**config.mk**
```make
export PLATFORM = sky130hd
export DESIGN_NAME = di8_diag_device_flat
export DESIGN_NICKNAME = d
export VERILOG_FILES = /design/src/di8_pkg.sv /design/src/di8_link_if.sv /design/src/di8_diag_device.sv /design/src/flat_wrapper.sv
export VERILOG_INCLUDE_DIRS = /design/src
export SDC_FILE = /design/constraint.sdc
export NUM_CORES = 1
export LEC_CHECK = 0
export BUFFER_PORTS_ARGS = -buffer_cell sky130_fd_sc_hd__buf_2
export CAP_MARGIN = 5
export CORE_ASPECT_RATIO = 0.7
export CORE_MARGIN = 4
export CORE_UTILIZATION = 60
export CTS_CLUSTER_DIAMETER = 120
export DETAILED_ROUTE_END_ITERATION = 6
export GPL_TIMING_DRIVEN = 0
export PLACE_DENSITY = 0.76
export SYNTH_ARGS = -nofsm -noshare
export SYNTH_HDL_FRONTEND = slang
export SYNTH_SLANG_ARGS = --single-unit
```
**constraint.sdc**
```tcl
create_clock -name clock_in -period 9.6 [get_ports clock_in]
set_input_delay 0.96 -clock clock_in [delete_from_list [all_inputs] [get_ports clock_in]]
set_output_delay 0.96 -clock clock_in [all_outputs]
set_load 0.02 [all_outputs]
```
**src/di8_regs.svh**
```systemverilog
// Purpose: offsets, field positions, reset values and timing of the input record link
// Assumes: included by bare name
// Notes: definitions only
`ifndef DI8_REGS_SVH
`define DI8_REGS_SVH

// ----------------------------------------
// clock and filter times
// ----------------------------------------
`define CLK_MHZ 100
`define FLT1_US 100
`define FLT2_US 400
`define FLT3_US 800
`define FLT4_US 1600
`define FLT5_US 3200
`define FLT6_US 10000
`define FLT7_US 20000

// ----------------------------------------
// reset values and fixed descriptors
// ----------------------------------------
`define WB_EN_RST 8'h00
`define FLT_SEL_RST 8'h11
`define MOD_CLASS 8'h1f
`define CH_KIND 8'h70
`define DIAG_BITS 8'h08
`define CH_COUNT 8'h08

// ----------------------------------------
// record numbers, indices and subindices
// ----------------------------------------
`define REC_DIAG_SHORT 16'h0000
`define REC_DIAG_FULL 16'h0001
`define REC_PARAM 16'h0000
`define REC_WB_BYTE 8'h01
`define REC_FLT_BASE 16'h0080
`define CO_DIAG_SHORT 16'h2f00
`define CO_DIAG_FULL 16'h2f01
`define CO_WB 16'h3101
`define CO_FLT_BASE 16'h3102
`define IE_DIAG_OBJ 16'h5005
`define IE_SUB_FIRST 8'h02
`define IE_SUB_LAST 8'h11
`define IE_SUB_TS 8'h13
`define IE_SUB_TS_LAST 8'h16

// ----------------------------------------
// diagnostic record layout
// ----------------------------------------
`define DIAG_LEN 20
`define SHORT_LEN 4
`define REC_CHE_BASE 8
`define REC_TS_BASE 16
`define SUM_FAIL 0
`define SUM_INT 1
`define SUM_EXT 2
`define SUM_CH 3
`define SUM_AUX 4
`define SUM_PARM 7
`define INT_OVF 3
`define INT_COMM 4
`define CHE_PARM 0
`define CHE_WB 4

// ----------------------------------------
// controller registers on the software bus
// ----------------------------------------
`define HOST_ADDR 8'h00
`define HOST_DATA 8'h04
`define HOST_CTRL 8'h08
`define HOST_STAT 8'h0c
`define AXI_OKAY 2'h0
`define AXI_SLVERR 2'h2

`endif

```
**src/di8_pkg.sv**
```systemverilog
// Purpose: shared types of the input record link
// Assumes: nothing
// Notes: constants live in di8_regs.svh
package di8_pkg;
  typedef enum logic [1:0] {
    PATH_REC = 2'h0,
    PATH_CO = 2'h1,
    PATH_IE = 2'h2
  } access_path_t;

  typedef enum logic [1:0] {
    ST_IDLE = 2'b01,
    ST_WAIT = 2'b10
  } host_state_t;
endpackage

```
**src/di8_link_if.sv**
```systemverilog
// Purpose: byte-wide record link between controller and input module
// Assumes: one clock shared by both ends
// Notes: req is held until ack
`timescale 1ns/1ns
interface di8_link_if;
  logic req;
  logic wr;
  di8_pkg::access_path_t path;
  logic [15:0] addr;
  logic [7:0] sub;
  logic [7:0] wdata;
  logic ack;
  logic err;
  logic [7:0] rdata;

  modport dev (
    input req, wr, path, addr, sub, wdata,
    output ack, err, rdata
  );

  modport host (
    output req, wr, path, addr, sub, wdata,
    input ack, err, rdata
  );
endinterface

```
**src/di8_diag_device.sv**
```systemverilog
// Purpose: eight-channel input module end: filters, parameters, diagnostic record
// Assumes: inputs synchronous to clock_in; one link request at a time
// Notes: one byte per request; timestamp bytes little endian
//
// Notes on behaviour
// - wire break enable bit per channel
// - filter byte holds even and odd nibble
// - filter codes 1h..7h select 100us..20ms
// - controller passes filter codes unchecked; codes 0h and 8h..Fh are stored and flagged
// - report listed faults; wire break only if enabled
// - record set 01h full, 00h four bytes
// - index 2F01h full, 2F00h four bytes
// - object 5005h, one subindex per byte
// - summary byte flag positions
// - internal byte: overflow bit 3, comm bit 4
// - module class 1111b plus channel-info bit
// - channel kind 70h, digital input
// - diagnostic bits per channel 08h
// - channel count 08h
// - channel error map bit per channel
// - per-channel byte: parameter bit0, break bit4
// - 32-bit microsecond counter from zero, wraps
// - timestamp caught at diagnostic event
`timescale 1ns/1ns
`include "di8_regs.svh"
module di8_diag_device #(
  parameter int TICK_CYCLES = `CLK_MHZ
) (
  // clock and reset
  input wire logic clock_in,
  input wire logic sys_rst_in,
  // record link
  di8_link_if.dev link,
  // field inputs
  input wire logic [7:0] raw_di_in,
  input wire logic [7:0] wire_break_in,
  // module health
  input wire logic module_fail_in,
  input wire logic aux_supply_missing_in,
  input wire logic buf_overflow_in,
  input wire logic comm_error_in,
  // filtered inputs
  output logic [7:0] filtered_di_out
);

  if (TICK_CYCLES < 1 || TICK_CYCLES > 4096) begin : g_bad_tick
    $error("TICK_CYCLES must be 1 to 4096");
  end

  // ----------------------------------------
  // microsecond tick and counter
  // ----------------------------------------
  logic [11:0] presc;
  logic us_tick;
  logic [31:0] us_count;

  always_ff @(posedge clock_in) begin
    if (sys_rst_in) begin
      presc <= 12'h000;
      us_tick <= 1'b0;
    end else if (presc == 12'(TICK_CYCLES - 1)) begin
      presc <= 12'h000;
      us_tick <= 1'b1;
    end else begin
      presc <= presc + 12'h001;
      us_tick <= 1'b0;
    end
  end

  // natural wrap of the adder gives the roll-over to zero
  always_ff @(posedge clock_in) begin
    if (sys_rst_in) begin
      us_count <= 32'h0000_0000;
    end else if (us_tick) begin
      us_count <= us_count + 32'h0000_0001;
    end
  end

  // ----------------------------------------
  // request decode
  // ----------------------------------------
  logic wb_hit;
  logic flt_hit;
  logic dg_hit;
  logic [1:0] flt_idx;
  logic [4:0] dg_idx;
  logic [15:0] rel;
  logic take;

  assign take = link.req && !link.ack;

  always_comb begin
    wb_hit = 1'b0;
    flt_hit = 1'b0;
    dg_hit = 1'b0;
    dg_idx = 5'h00;
    rel = 16'h0000;
    case (link.path)
      di8_pkg::PATH_REC: begin
        // record 00h is the parameter set on write, the short record on read
        wb_hit = link.wr && link.addr == `REC_PARAM && link.sub == `REC_WB_BYTE;
        rel = link.addr - `REC_FLT_BASE;
        flt_hit = rel < 16'h0004 && link.sub == 8'h00;
        if (!link.wr && link.addr == `REC_DIAG_FULL && link.sub < 8'(`DIAG_LEN)) begin
          dg_hit = 1'b1;
        end
        if (!link.wr && link.addr == `REC_DIAG_SHORT && link.sub < 8'(`SHORT_LEN)) begin
          dg_hit = 1'b1;
        end
        dg_idx = link.sub[4:0];
      end
      di8_pkg::PATH_CO: begin
        wb_hit = link.addr == `CO_WB && link.sub == 8'h00;
        rel = link.addr - `CO_FLT_BASE;
        flt_hit = rel < 16'h0004 && link.sub == 8'h00;
        if (link.addr == `CO_DIAG_FULL && link.sub < 8'(`DIAG_LEN)) begin
          dg_hit = 1'b1;
        end
        if (link.addr == `CO_DIAG_SHORT && link.sub < 8'(`SHORT_LEN)) begin
          dg_hit = 1'b1;
        end
        dg_idx = link.sub[4:0];
      end
      di8_pkg::PATH_IE: begin
        if (link.addr == `IE_DIAG_OBJ) begin
          if (link.sub >= `IE_SUB_FIRST && link.sub <= `IE_SUB_LAST) begin
            dg_hit = 1'b1;
            dg_idx = 5'(link.sub - `IE_SUB_FIRST);
          end else if (link.sub >= `IE_SUB_TS && link.sub <= `IE_SUB_TS_LAST) begin
            dg_hit = 1'b1;
            dg_idx = 5'(link.sub - `IE_SUB_TS) + 5'(`REC_TS_BASE);
          end
        end
      end
      default: begin
        wb_hit = 1'b0;
      end
    endcase
    flt_idx = rel[1:0];
  end

  // ----------------------------------------
  // parameter registers
  // ----------------------------------------
  logic [7:0] wire_break_enable_mask;
  logic [7:0] filter_time_pair_select [0:3];

  // forbidden codes are stored so that the error stays visible
  always_ff @(posedge clock_in) begin
    if (sys_rst_in) begin
      wire_break_enable_mask <= `WB_EN_RST;
      for (int i = 0; i < 4; i++) begin
        filter_time_pair_select[i] <= `FLT_SEL_RST;
      end
    end else if (take && link.wr) begin
      if (wb_hit) begin
        wire_break_enable_mask <= link.wdata;
      end
      if (flt_hit) begin
        filter_time_pair_select[flt_idx] <= link.wdata;
      end
    end
  end

  // ----------------------------------------
  // per-channel filter and error byte
  // ----------------------------------------
  logic [7:0] parm_bad;
  logic [7:0] wb_act;
  logic [7:0] per_channel_error [0:7];

  for (genvar g = 0; g < 8; g++) begin : g_ch
    logic [3:0] code;
    logic [14:0] limit;
    logic [14:0] cnt;

    assign code = filter_time_pair_select[g / 2][4 * (g % 2) +: 4];

    always_comb begin
      case (code)
        4'h1: limit = 15'(`FLT1_US);
        4'h2: limit = 15'(`FLT2_US);
        4'h3: limit = 15'(`FLT3_US);
        4'h4: limit = 15'(`FLT4_US);
        4'h5: limit = 15'(`FLT5_US);
        4'h6: limit = 15'(`FLT6_US);
        4'h7: limit = 15'(`FLT7_US);
        default: limit = 15'(`FLT1_US);
      endcase
    end

    assign parm_bad[g] = code == 4'h0 || code > 4'h7;
    assign wb_act[g] = wire_break_in[g] && wire_break_enable_mask[g];
    assign per_channel_error[g] = (8'(parm_bad[g]) << `CHE_PARM)
                                | (8'(wb_act[g]) << `CHE_WB);

    // a level that flips back before the limit restarts the count
    always_ff @(posedge clock_in) begin
      if (sys_rst_in) begin
        cnt <= 15'h0000;
        filtered_di_out[g] <= 1'b0;
      end else if (raw_di_in[g] == filtered_di_out[g]) begin
        cnt <= 15'h0000;
      end else if (us_tick) begin
        if (cnt + 15'h0001 >= limit) begin
          filtered_di_out[g] <= raw_di_in[g];
          cnt <= 15'h0000;
        end else begin
          cnt <= cnt + 15'h0001;
        end
      end
    end
  end

  // ----------------------------------------
  // diagnostic flags and timestamp
  // ----------------------------------------
  logic [7:0] channel_error_map;
  logic [7:0] summary_diagnostic_flags;
  logic [7:0] internal_diagnostic_flags;
  logic [23:0] evt_q;
  logic [23:0] evt_now;
  logic [31:0] diag_timestamp;

  always_comb begin
    for (int i = 0; i < 8; i++) begin
      channel_error_map[i] = |per_channel_error[i];
    end
    internal_diagnostic_flags = 8'h00;
    internal_diagnostic_flags[`INT_OVF] = buf_overflow_in;
    internal_diagnostic_flags[`INT_COMM] = comm_error_in;
    summary_diagnostic_flags = 8'h00;
    summary_diagnostic_flags[`SUM_FAIL] = module_fail_in;
    summary_diagnostic_flags[`SUM_INT] = |internal_diagnostic_flags;
    summary_diagnostic_flags[`SUM_EXT] = aux_supply_missing_in || |wb_act;
    summary_diagnostic_flags[`SUM_CH] = |channel_error_map;
    summary_diagnostic_flags[`SUM_AUX] = aux_supply_missing_in;
    summary_diagnostic_flags[`SUM_PARM] = |parm_bad;
  end

  assign evt_now = {summary_diagnostic_flags, channel_error_map, internal_diagnostic_flags};

  // only a newly raised flag counts as an event, not one that stays
  always_ff @(posedge clock_in) begin
    if (sys_rst_in) begin
      evt_q <= 24'h00_0000;
      diag_timestamp <= 32'h0000_0000;
    end else begin
      evt_q <= evt_now;
      if (|(evt_now & ~evt_q)) begin
        diag_timestamp <= us_count;
      end
    end
  end

  // ----------------------------------------
  // record image and answer
  // ----------------------------------------
  logic [7:0] rec [0:`DIAG_LEN-1];
  logic [7:0] next_rdata;
  logic next_err;

  always_comb begin
    rec[0] = summary_diagnostic_flags;
    rec[1] = `MOD_CLASS;
    rec[2] = 8'h00;
    rec[3] = internal_diagnostic_flags;
    rec[4] = `CH_KIND;
    rec[5] = `DIAG_BITS;
    rec[6] = `CH_COUNT;
    rec[7] = channel_error_map;
    for (int i = 0; i < 8; i++) begin
      rec[`REC_CHE_BASE + i] = per_channel_error[i];
    end
    for (int i = 0; i < 4; i++) begin
      rec[`REC_TS_BASE + i] = diag_timestamp[8 * i +: 8];
    end
  end

  always_comb begin
    next_err = !(wb_hit || flt_hit || dg_hit) || (link.wr && dg_hit);
    if (wb_hit) begin
      next_rdata = wire_break_enable_mask;
    end else if (flt_hit) begin
      next_rdata = filter_time_pair_select[flt_idx];
    end else if (dg_hit) begin
      next_rdata = rec[dg_idx];
    end else begin
      next_rdata = 8'h00;
    end
  end

  always_ff @(posedge clock_in) begin
    if (sys_rst_in) begin
      link.ack <= 1'b0;
      link.err <= 1'b0;
      link.rdata <= 8'h00;
    end else begin
      link.ack <= take;
      if (take) begin
        link.err <= next_err;
        link.rdata <= next_rdata;
      end
    end
  end

endmodule

```
**src/flat_wrapper.sv**
```systemverilog
// flat-port wrapper written by rule: the top's interface ports become plain ports
module di8_diag_device_flat 
#(
  parameter int TICK_CYCLES = `CLK_MHZ
)
  (clock_in, sys_rst_in, raw_di_in, wire_break_in, module_fail_in, aux_supply_missing_in, buf_overflow_in, comm_error_in, filtered_di_out, link_req, link_wr, link_path, link_addr, link_sub, link_wdata, link_ack, link_err, link_rdata);
  di8_link_if link_i ();
  input wire logic clock_in;
  input wire logic sys_rst_in;
  input wire logic [7:0] raw_di_in;
  input wire logic [7:0] wire_break_in;
  input wire logic module_fail_in;
  input wire logic aux_supply_missing_in;
  input wire logic buf_overflow_in;
  input wire logic comm_error_in;
  output logic [7:0] filtered_di_out;
  input wire logic [$bits(link_i.req)-1:0] link_req;
  input wire logic [$bits(link_i.wr)-1:0] link_wr;
  input wire logic [$bits(link_i.path)-1:0] link_path;
  input wire logic [$bits(link_i.addr)-1:0] link_addr;
  input wire logic [$bits(link_i.sub)-1:0] link_sub;
  input wire logic [$bits(link_i.wdata)-1:0] link_wdata;
  output wire logic [$bits(link_i.ack)-1:0] link_ack;
  output wire logic [$bits(link_i.err)-1:0] link_err;
  output wire logic [$bits(link_i.rdata)-1:0] link_rdata;
  assign link_i.req = link_req;
  assign link_i.wr = link_wr;
  assign link_i.path = link_path;
  assign link_i.addr = link_addr;
  assign link_i.sub = link_sub;
  assign link_i.wdata = link_wdata;
  assign link_ack = link_i.ack;
  assign link_err = link_i.err;
  assign link_rdata = link_i.rdata;
  di8_diag_device #(.TICK_CYCLES(TICK_CYCLES)) u_core (.clock_in(clock_in), .sys_rst_in(sys_rst_in), .link(link_i), .raw_di_in(raw_di_in), .wire_break_in(wire_break_in), .module_fail_in(module_fail_in), .aux_supply_missing_in(aux_supply_missing_in), .buf_overflow_in(buf_overflow_in), .comm_error_in(comm_error_in), .filtered_di_out(filtered_di_out));
endmodule
```
Yosys cells after proc, flatten, opt, wreduce, memory -nomap -nowiden --
Memories as Yosys holds them, arrays and structs flattened. Index checks and enable logic that the tools add are counted. Widths: inputs -> output; s select.
Cells by class: muxes and demuxes 47, add/sub/neg operators 15, $lt $le $gt $ge 25, equality and inequality tests 65, bitwise logic cells 19, reduce and logical (&&, ||, !) cells 83
Operators by type and width (number):
- $pmux 15 s6 | 8
- $eq 4x3->1 const B | 32
- $add 15x1->15 const B | 8
- $ge 15x15->1 | 8
- $mux 15 | 8
- $reduce_or 8->1 | 11
- $eq 4x2->1 const B | 16
- $reduce_or 64->1 | 1
- $eq 16x14->1 const B | 3
- $mux 8 | 6
- $bmux 8 s5 | 1
- $or 1x5->5 | 8
- $add 32x1->32 const B | 1
- $gt 4x3->1 const B | 8
- $logic_not 4->1 | 8
- $lt 16x3->1 const B | 2
- $and 24x24->24 | 1
- $logic_and 1x1->1 | 24
- $not 24->24 | 1
- $reduce_and 3->1 | 8
- $reduce_or 24->1 | 1
- $reduce_or 2->1 | 11
- $eq 16x1->1 const B | 1
- $eq 16x15->1 const B | 1
- other kinds (32) | 77
Storage, ports and cells: memories 1, output and inout port bits 18, word-level logic and storage cells 281, input bits 58, register bits after elaboration 247, RAM bits 32
Memories:
- u_core.filter_time_pair_select | words 4, bits a word 8, rd ports 5, clocked after Yosys merged registers in 0, wr ports 4, RTL line di8_diag_device.sv:146 | logic [7:0] filter_time_pair_select [0:3];

Depth between registers and ports, before layout --
depth in word-level cells 13, depth in mapped cells 16, gate-level depth less buffers 14

Worst setup path after synthesis --
Ideal clock, no wire load.
path type in2reg, start in link_addr[1], end mem u_core.filter_time_pair_select[0][0], enable pin, stages 10, setup slack 5.920 ns, buffers on the path 1, required time 9.271 ns, library setup time 0.329 ns, arrival 3.351 ns, path through inv_1 -> ha_1 -> or4b_1 -> or3_1 -> or4_1 -> a21oi_1 -> and3_1 -> buf_4 -> nor3b_4 -> or2_1
RTL lines:
- start, declared | RTL line flat_wrapper.sv:20 | input wire logic [$bits(link_i.addr)-1:0] link_addr;
- end, declared | RTL line di8_diag_device.sv:146

Final worst setup path --
start reg u_core.g_ch[0].cnt[0], end reg u_core.g_ch[0].cnt[12]
Between the ends: word-level cells in the longest chain between the ends 3
RTL lines:
- start, declared | RTL line di8_diag_device.sv:175 | logic [14:0] cnt;
- start signal, assigned | RTL line di8_diag_device.sv:209 | cnt <= cnt + 15'h0001;
- $add 15x1->15 (*) | RTL line di8_diag_device.sv:205, di8_diag_device.sv:209
- $ge 15x15->1 | RTL line di8_diag_device.sv:205 | if (cnt + 15'h0001 >= limit) begin
- $mux 15 (*) | RTL line di8_diag_device.sv:205
Mark *: on every way between the ends. The rest lies on a longest branch, timed or not. A chain may end at the register's enable or synchronous reset.

==> flow_summary.ini <==
[clock_tree]
clkLatencyLatePin_ns = 0.56
post_cts_resize_count = 0
hold_buffers = 0
path_clk_slew_ns = 0.07
tritoncts.num_buffers = 28
cts_htree_levels = 1
root_buffer = clkbuf_16
clock_path_buffers = 3
cts_num_sinks = 271
cts_tree = done
post_cts.repair.setup_buffers = 0

[synthesis]
netlist-cell-type-count = 100
syn_area_um2 = 17200
netlist.area_leader.share_pct = 27.8
yosysSeqAreaShare_pct = 33.4
postSynthRegisterBits = 271
synth.largest_area_cell = dfxtp_1
ys.warnings.count = 0
synth_commonest_cells = 239 x dfxtp_1, 239 x nor2_1, 231 x nand2_1
avgSynthCellArea_um2 = 8.31
postSynthNetCount = 2236
synth_edf_count = 32
postSynth.topFlopCell = dfxtp_1
synth.area.top_cells = dfxtp_1 28%, ha_1 7.9%, xor2_1 6.2%
synth_cells = 2070
synth-async-reset-ratio_pct = 0

[grt]
number_of_global_route_vias_before_repair = 14538
first_pass_grt_wire_length_um = 74600
largest_net_degree_at_the_start_of_global_routing = 15
grt.total_usage_pct = 28.9
gr-total-overflow = 0
grt_antenna_before_repair = 4

[routing]
detail_route.iter0.violations = 1338
routed_wirelength_um = 46700
ant_nets = 0
routedWlPerCell_um = 18.2
detail_route.drc_violations = 0
dr.pass1.iters = 5
vias = 15542
number_of_vias_per_cell_after_detailed_routing = 6.05

[timing]
slew_viol_final = 0
number_of_failing_hold_endpoints_at_the_final_stage = 0
worst_slew_margin_rel_pct = 32.7
setup_viol = 0
fin_worst_skew_ns = 0.0129
rsz0062_at_grt = false
fin_setup_tns_ns = 0
finalWorstPathRequiredPeriod_ns = 4.10
fmax_achieved_mhz = 244
worstMarginPinSlew_ns = 1.01
finalCritPeriodShare_pct = 42.7
hold_slack_ns = 0.456

[place]
placed_cell_area_um2 = 18000
globalplace.congestion = 0.932
port_buffers = 73
detailedPlacementHpwl_um = 35300

[die]
core_um2 = 28000
die_w_um = 210
die_h_um = 150
initial_utilization_pct = 61.4
io_pins = 76
rows = 51
fp.dieArea_um2 = 31500

[worst_setup_path]
endpoint_class_of_the_critical_path = flip-flop
worst-setup-path-type = reg -> reg
arrival_ns = 4.58
timing.rr.start = u_core.g_ch[0].cnt[0]
critical_path_required_ns = 10.08
rr_endpoint = u_core.g_ch[0].cnt[12]
crit_path_max_fanout = 10
crit_path_start = u_core.g_ch[0].cnt[0]
regToRegSetupSlack_ns = 5.50
critPathLaunchType = flip-flop
worstRegToRegCells = 11

[power_and_ir_drop]
power_density_nw_per_um2 = 131
power.clock.fraction_pct = 46.8
part_of_the_total_power_dissipated_in_sequential_elements_pct = 46.5
power.switching_uw = 591
switching_share_pct = 23.7
power_leakage_uw = 0.00787
intPower_uw = 1910
comb_power_share_pct = 6.7
ir_worst_vdd_mv = 0.124
totalPowerFinal_uw = 2500

[cells_and_area]
area_growth_syn_to_layout_pct = 10.6
layout-drive-gt1-share_pct = 9.43
final.fill_count = 2341
finish.net_count = 2340
postLayoutCellArea_um2 = 19000

[worst_hold_path]
timing.hold.worst.start = u_core.g_ch[5].cnt[14]
hold_path.class = reg -> reg
hold_end = u_core.g_ch[5].cnt[14]
hold_path_depth = 2

[run_status]
run_status = finished clean

[flow_run]
max-cap-violations = 0
[layout by cell type, fill, tap and decap left out, types with 9 or more instances in the layout]
master	synthesis	routed
ha_1	108	108
or3_1	24	24
and3_1	69	69
and2_1	36	36
nand2_1	231	231
clkbuf_16	0	30
dfxtp_1	239	239
nand3b_1	22	22
or2_2	20	20
edfxtp_1	32	32
nor2b_1	24	24
a31oi_1	14	14
nor3_1	46	46
o21ai_0	79	79
nand3_1	94	94
mux2i_1	68	68
buf_2	8	81
o21bai_1	9	9
a211oi_1	11	11
o21a_1	24	24
clkbuf_1	68	72
xnor2_1	65	65
o31ai_1	13	13
xor2_1	121	121
o211ai_1	10	10
nand2b_1	48	48
nand4_1	36	36
inv_1	39	39
o22ai_1	10	10
nor2_1	239	239
a21oi_1	95	95
[power groups by stage]
stage	Clock, uW	Sequential [uW]	Combinational (uW)
after global routing	1230	1160	183
after detailed placement	0	1190	163
final	1170	1160	168
after global placement	0	1190	160
after CTS	1180	1160	164
after floorplan	0	1180	103
[cell type report]
type	count	area, um2	area share (%)
multi-input combinational	1667	10900	57.2
sequential	271	5750	30.2
clock buffer	40	848	4.46
tap	371	464	2.44
buffer	93	410	2.16
timing repair buffer	74	370	1.95
inverter	39	146	0.770
clock inverter	12	144	0.756
antenna	1	2.50	0.0132
[critical path, cell delays in order, from the launching register on]
cell and delay, ns:
dfxtp_1 0.40, ha_1 0.29, nand3_1 0.26, nor4_1 0.77, xor2_1 0.18, ha_1 0.36
a2111oi_0 0.54, o211ai_1 0.17, a21oi_1 0.32, clkbuf_1 0.41, o21ai_0 0.18, a21oi_1 0.16
[registers in the layout, indices dropped and copies added, names as in the netlist]
signal and flops:
u_core.g_ch.cnt 120, u_core.diag_timestamp 32, u_core.filter_time_pair_select 32, u_core.us_count 32, u_core.evt_q 16, u_core.presc 12, u_core.filtered_di_out 8, u_core.link.rdata 8
u_core.wire_break_enable_mask 8, u_core.link.ack 1, u_core.link.err 1, u_core.us_tick 1
[per-stage QoR]
step	util (%)	cells	setup WS, ns
finish	67.9	2568	5.50
global route	67.9	2568	5.10
CTS	67.9	2566	5.60
detailed placement	64.3	2514	5.29
global placement	64.3	2514	5.25
floorplan	-	2070	5.92
[cell families after synthesis]
kind of cell / count (synthesis) / share of synthesized area, %
and+or+nand+nor: 953 / 27.9
AOI/OAI and AO/OA: 339 / 12.7
DFF: 271 / 33.4
xor gates and xnor gates: 186 / 9.48
buffers and inverters: 132 / 3.24
adders and majority gates: 108 / 7.86
muxes: 81 / 5.36
[metal layers]
metal / global-route usage (%) / up-vias / share of wire, %
met5: 0 / - / 0.073
met1: 41.9 / 7335 / 47
met4: 6.72 / 6 / 1.8
met3: 7.48 / 71 / 9.8
li1: - / 7525 / -
met2: 43.4 / 605 / 42
[worst max path at each step]
stage	end	cells past startpoint
finish	u_core.g_ch[0].cnt[12]	11
global route	u_core.g_ch[0].cnt[13]	11
floorplan	u_core.filter_time_pair_select[0][0]	10
global placement	u_core.link.rdata[0]	12
CTS	u_core.g_ch[1].cnt[10]	14
detailed placement	u_core.link.rdata[4]	13
Power figures use the tool's default switching activity.
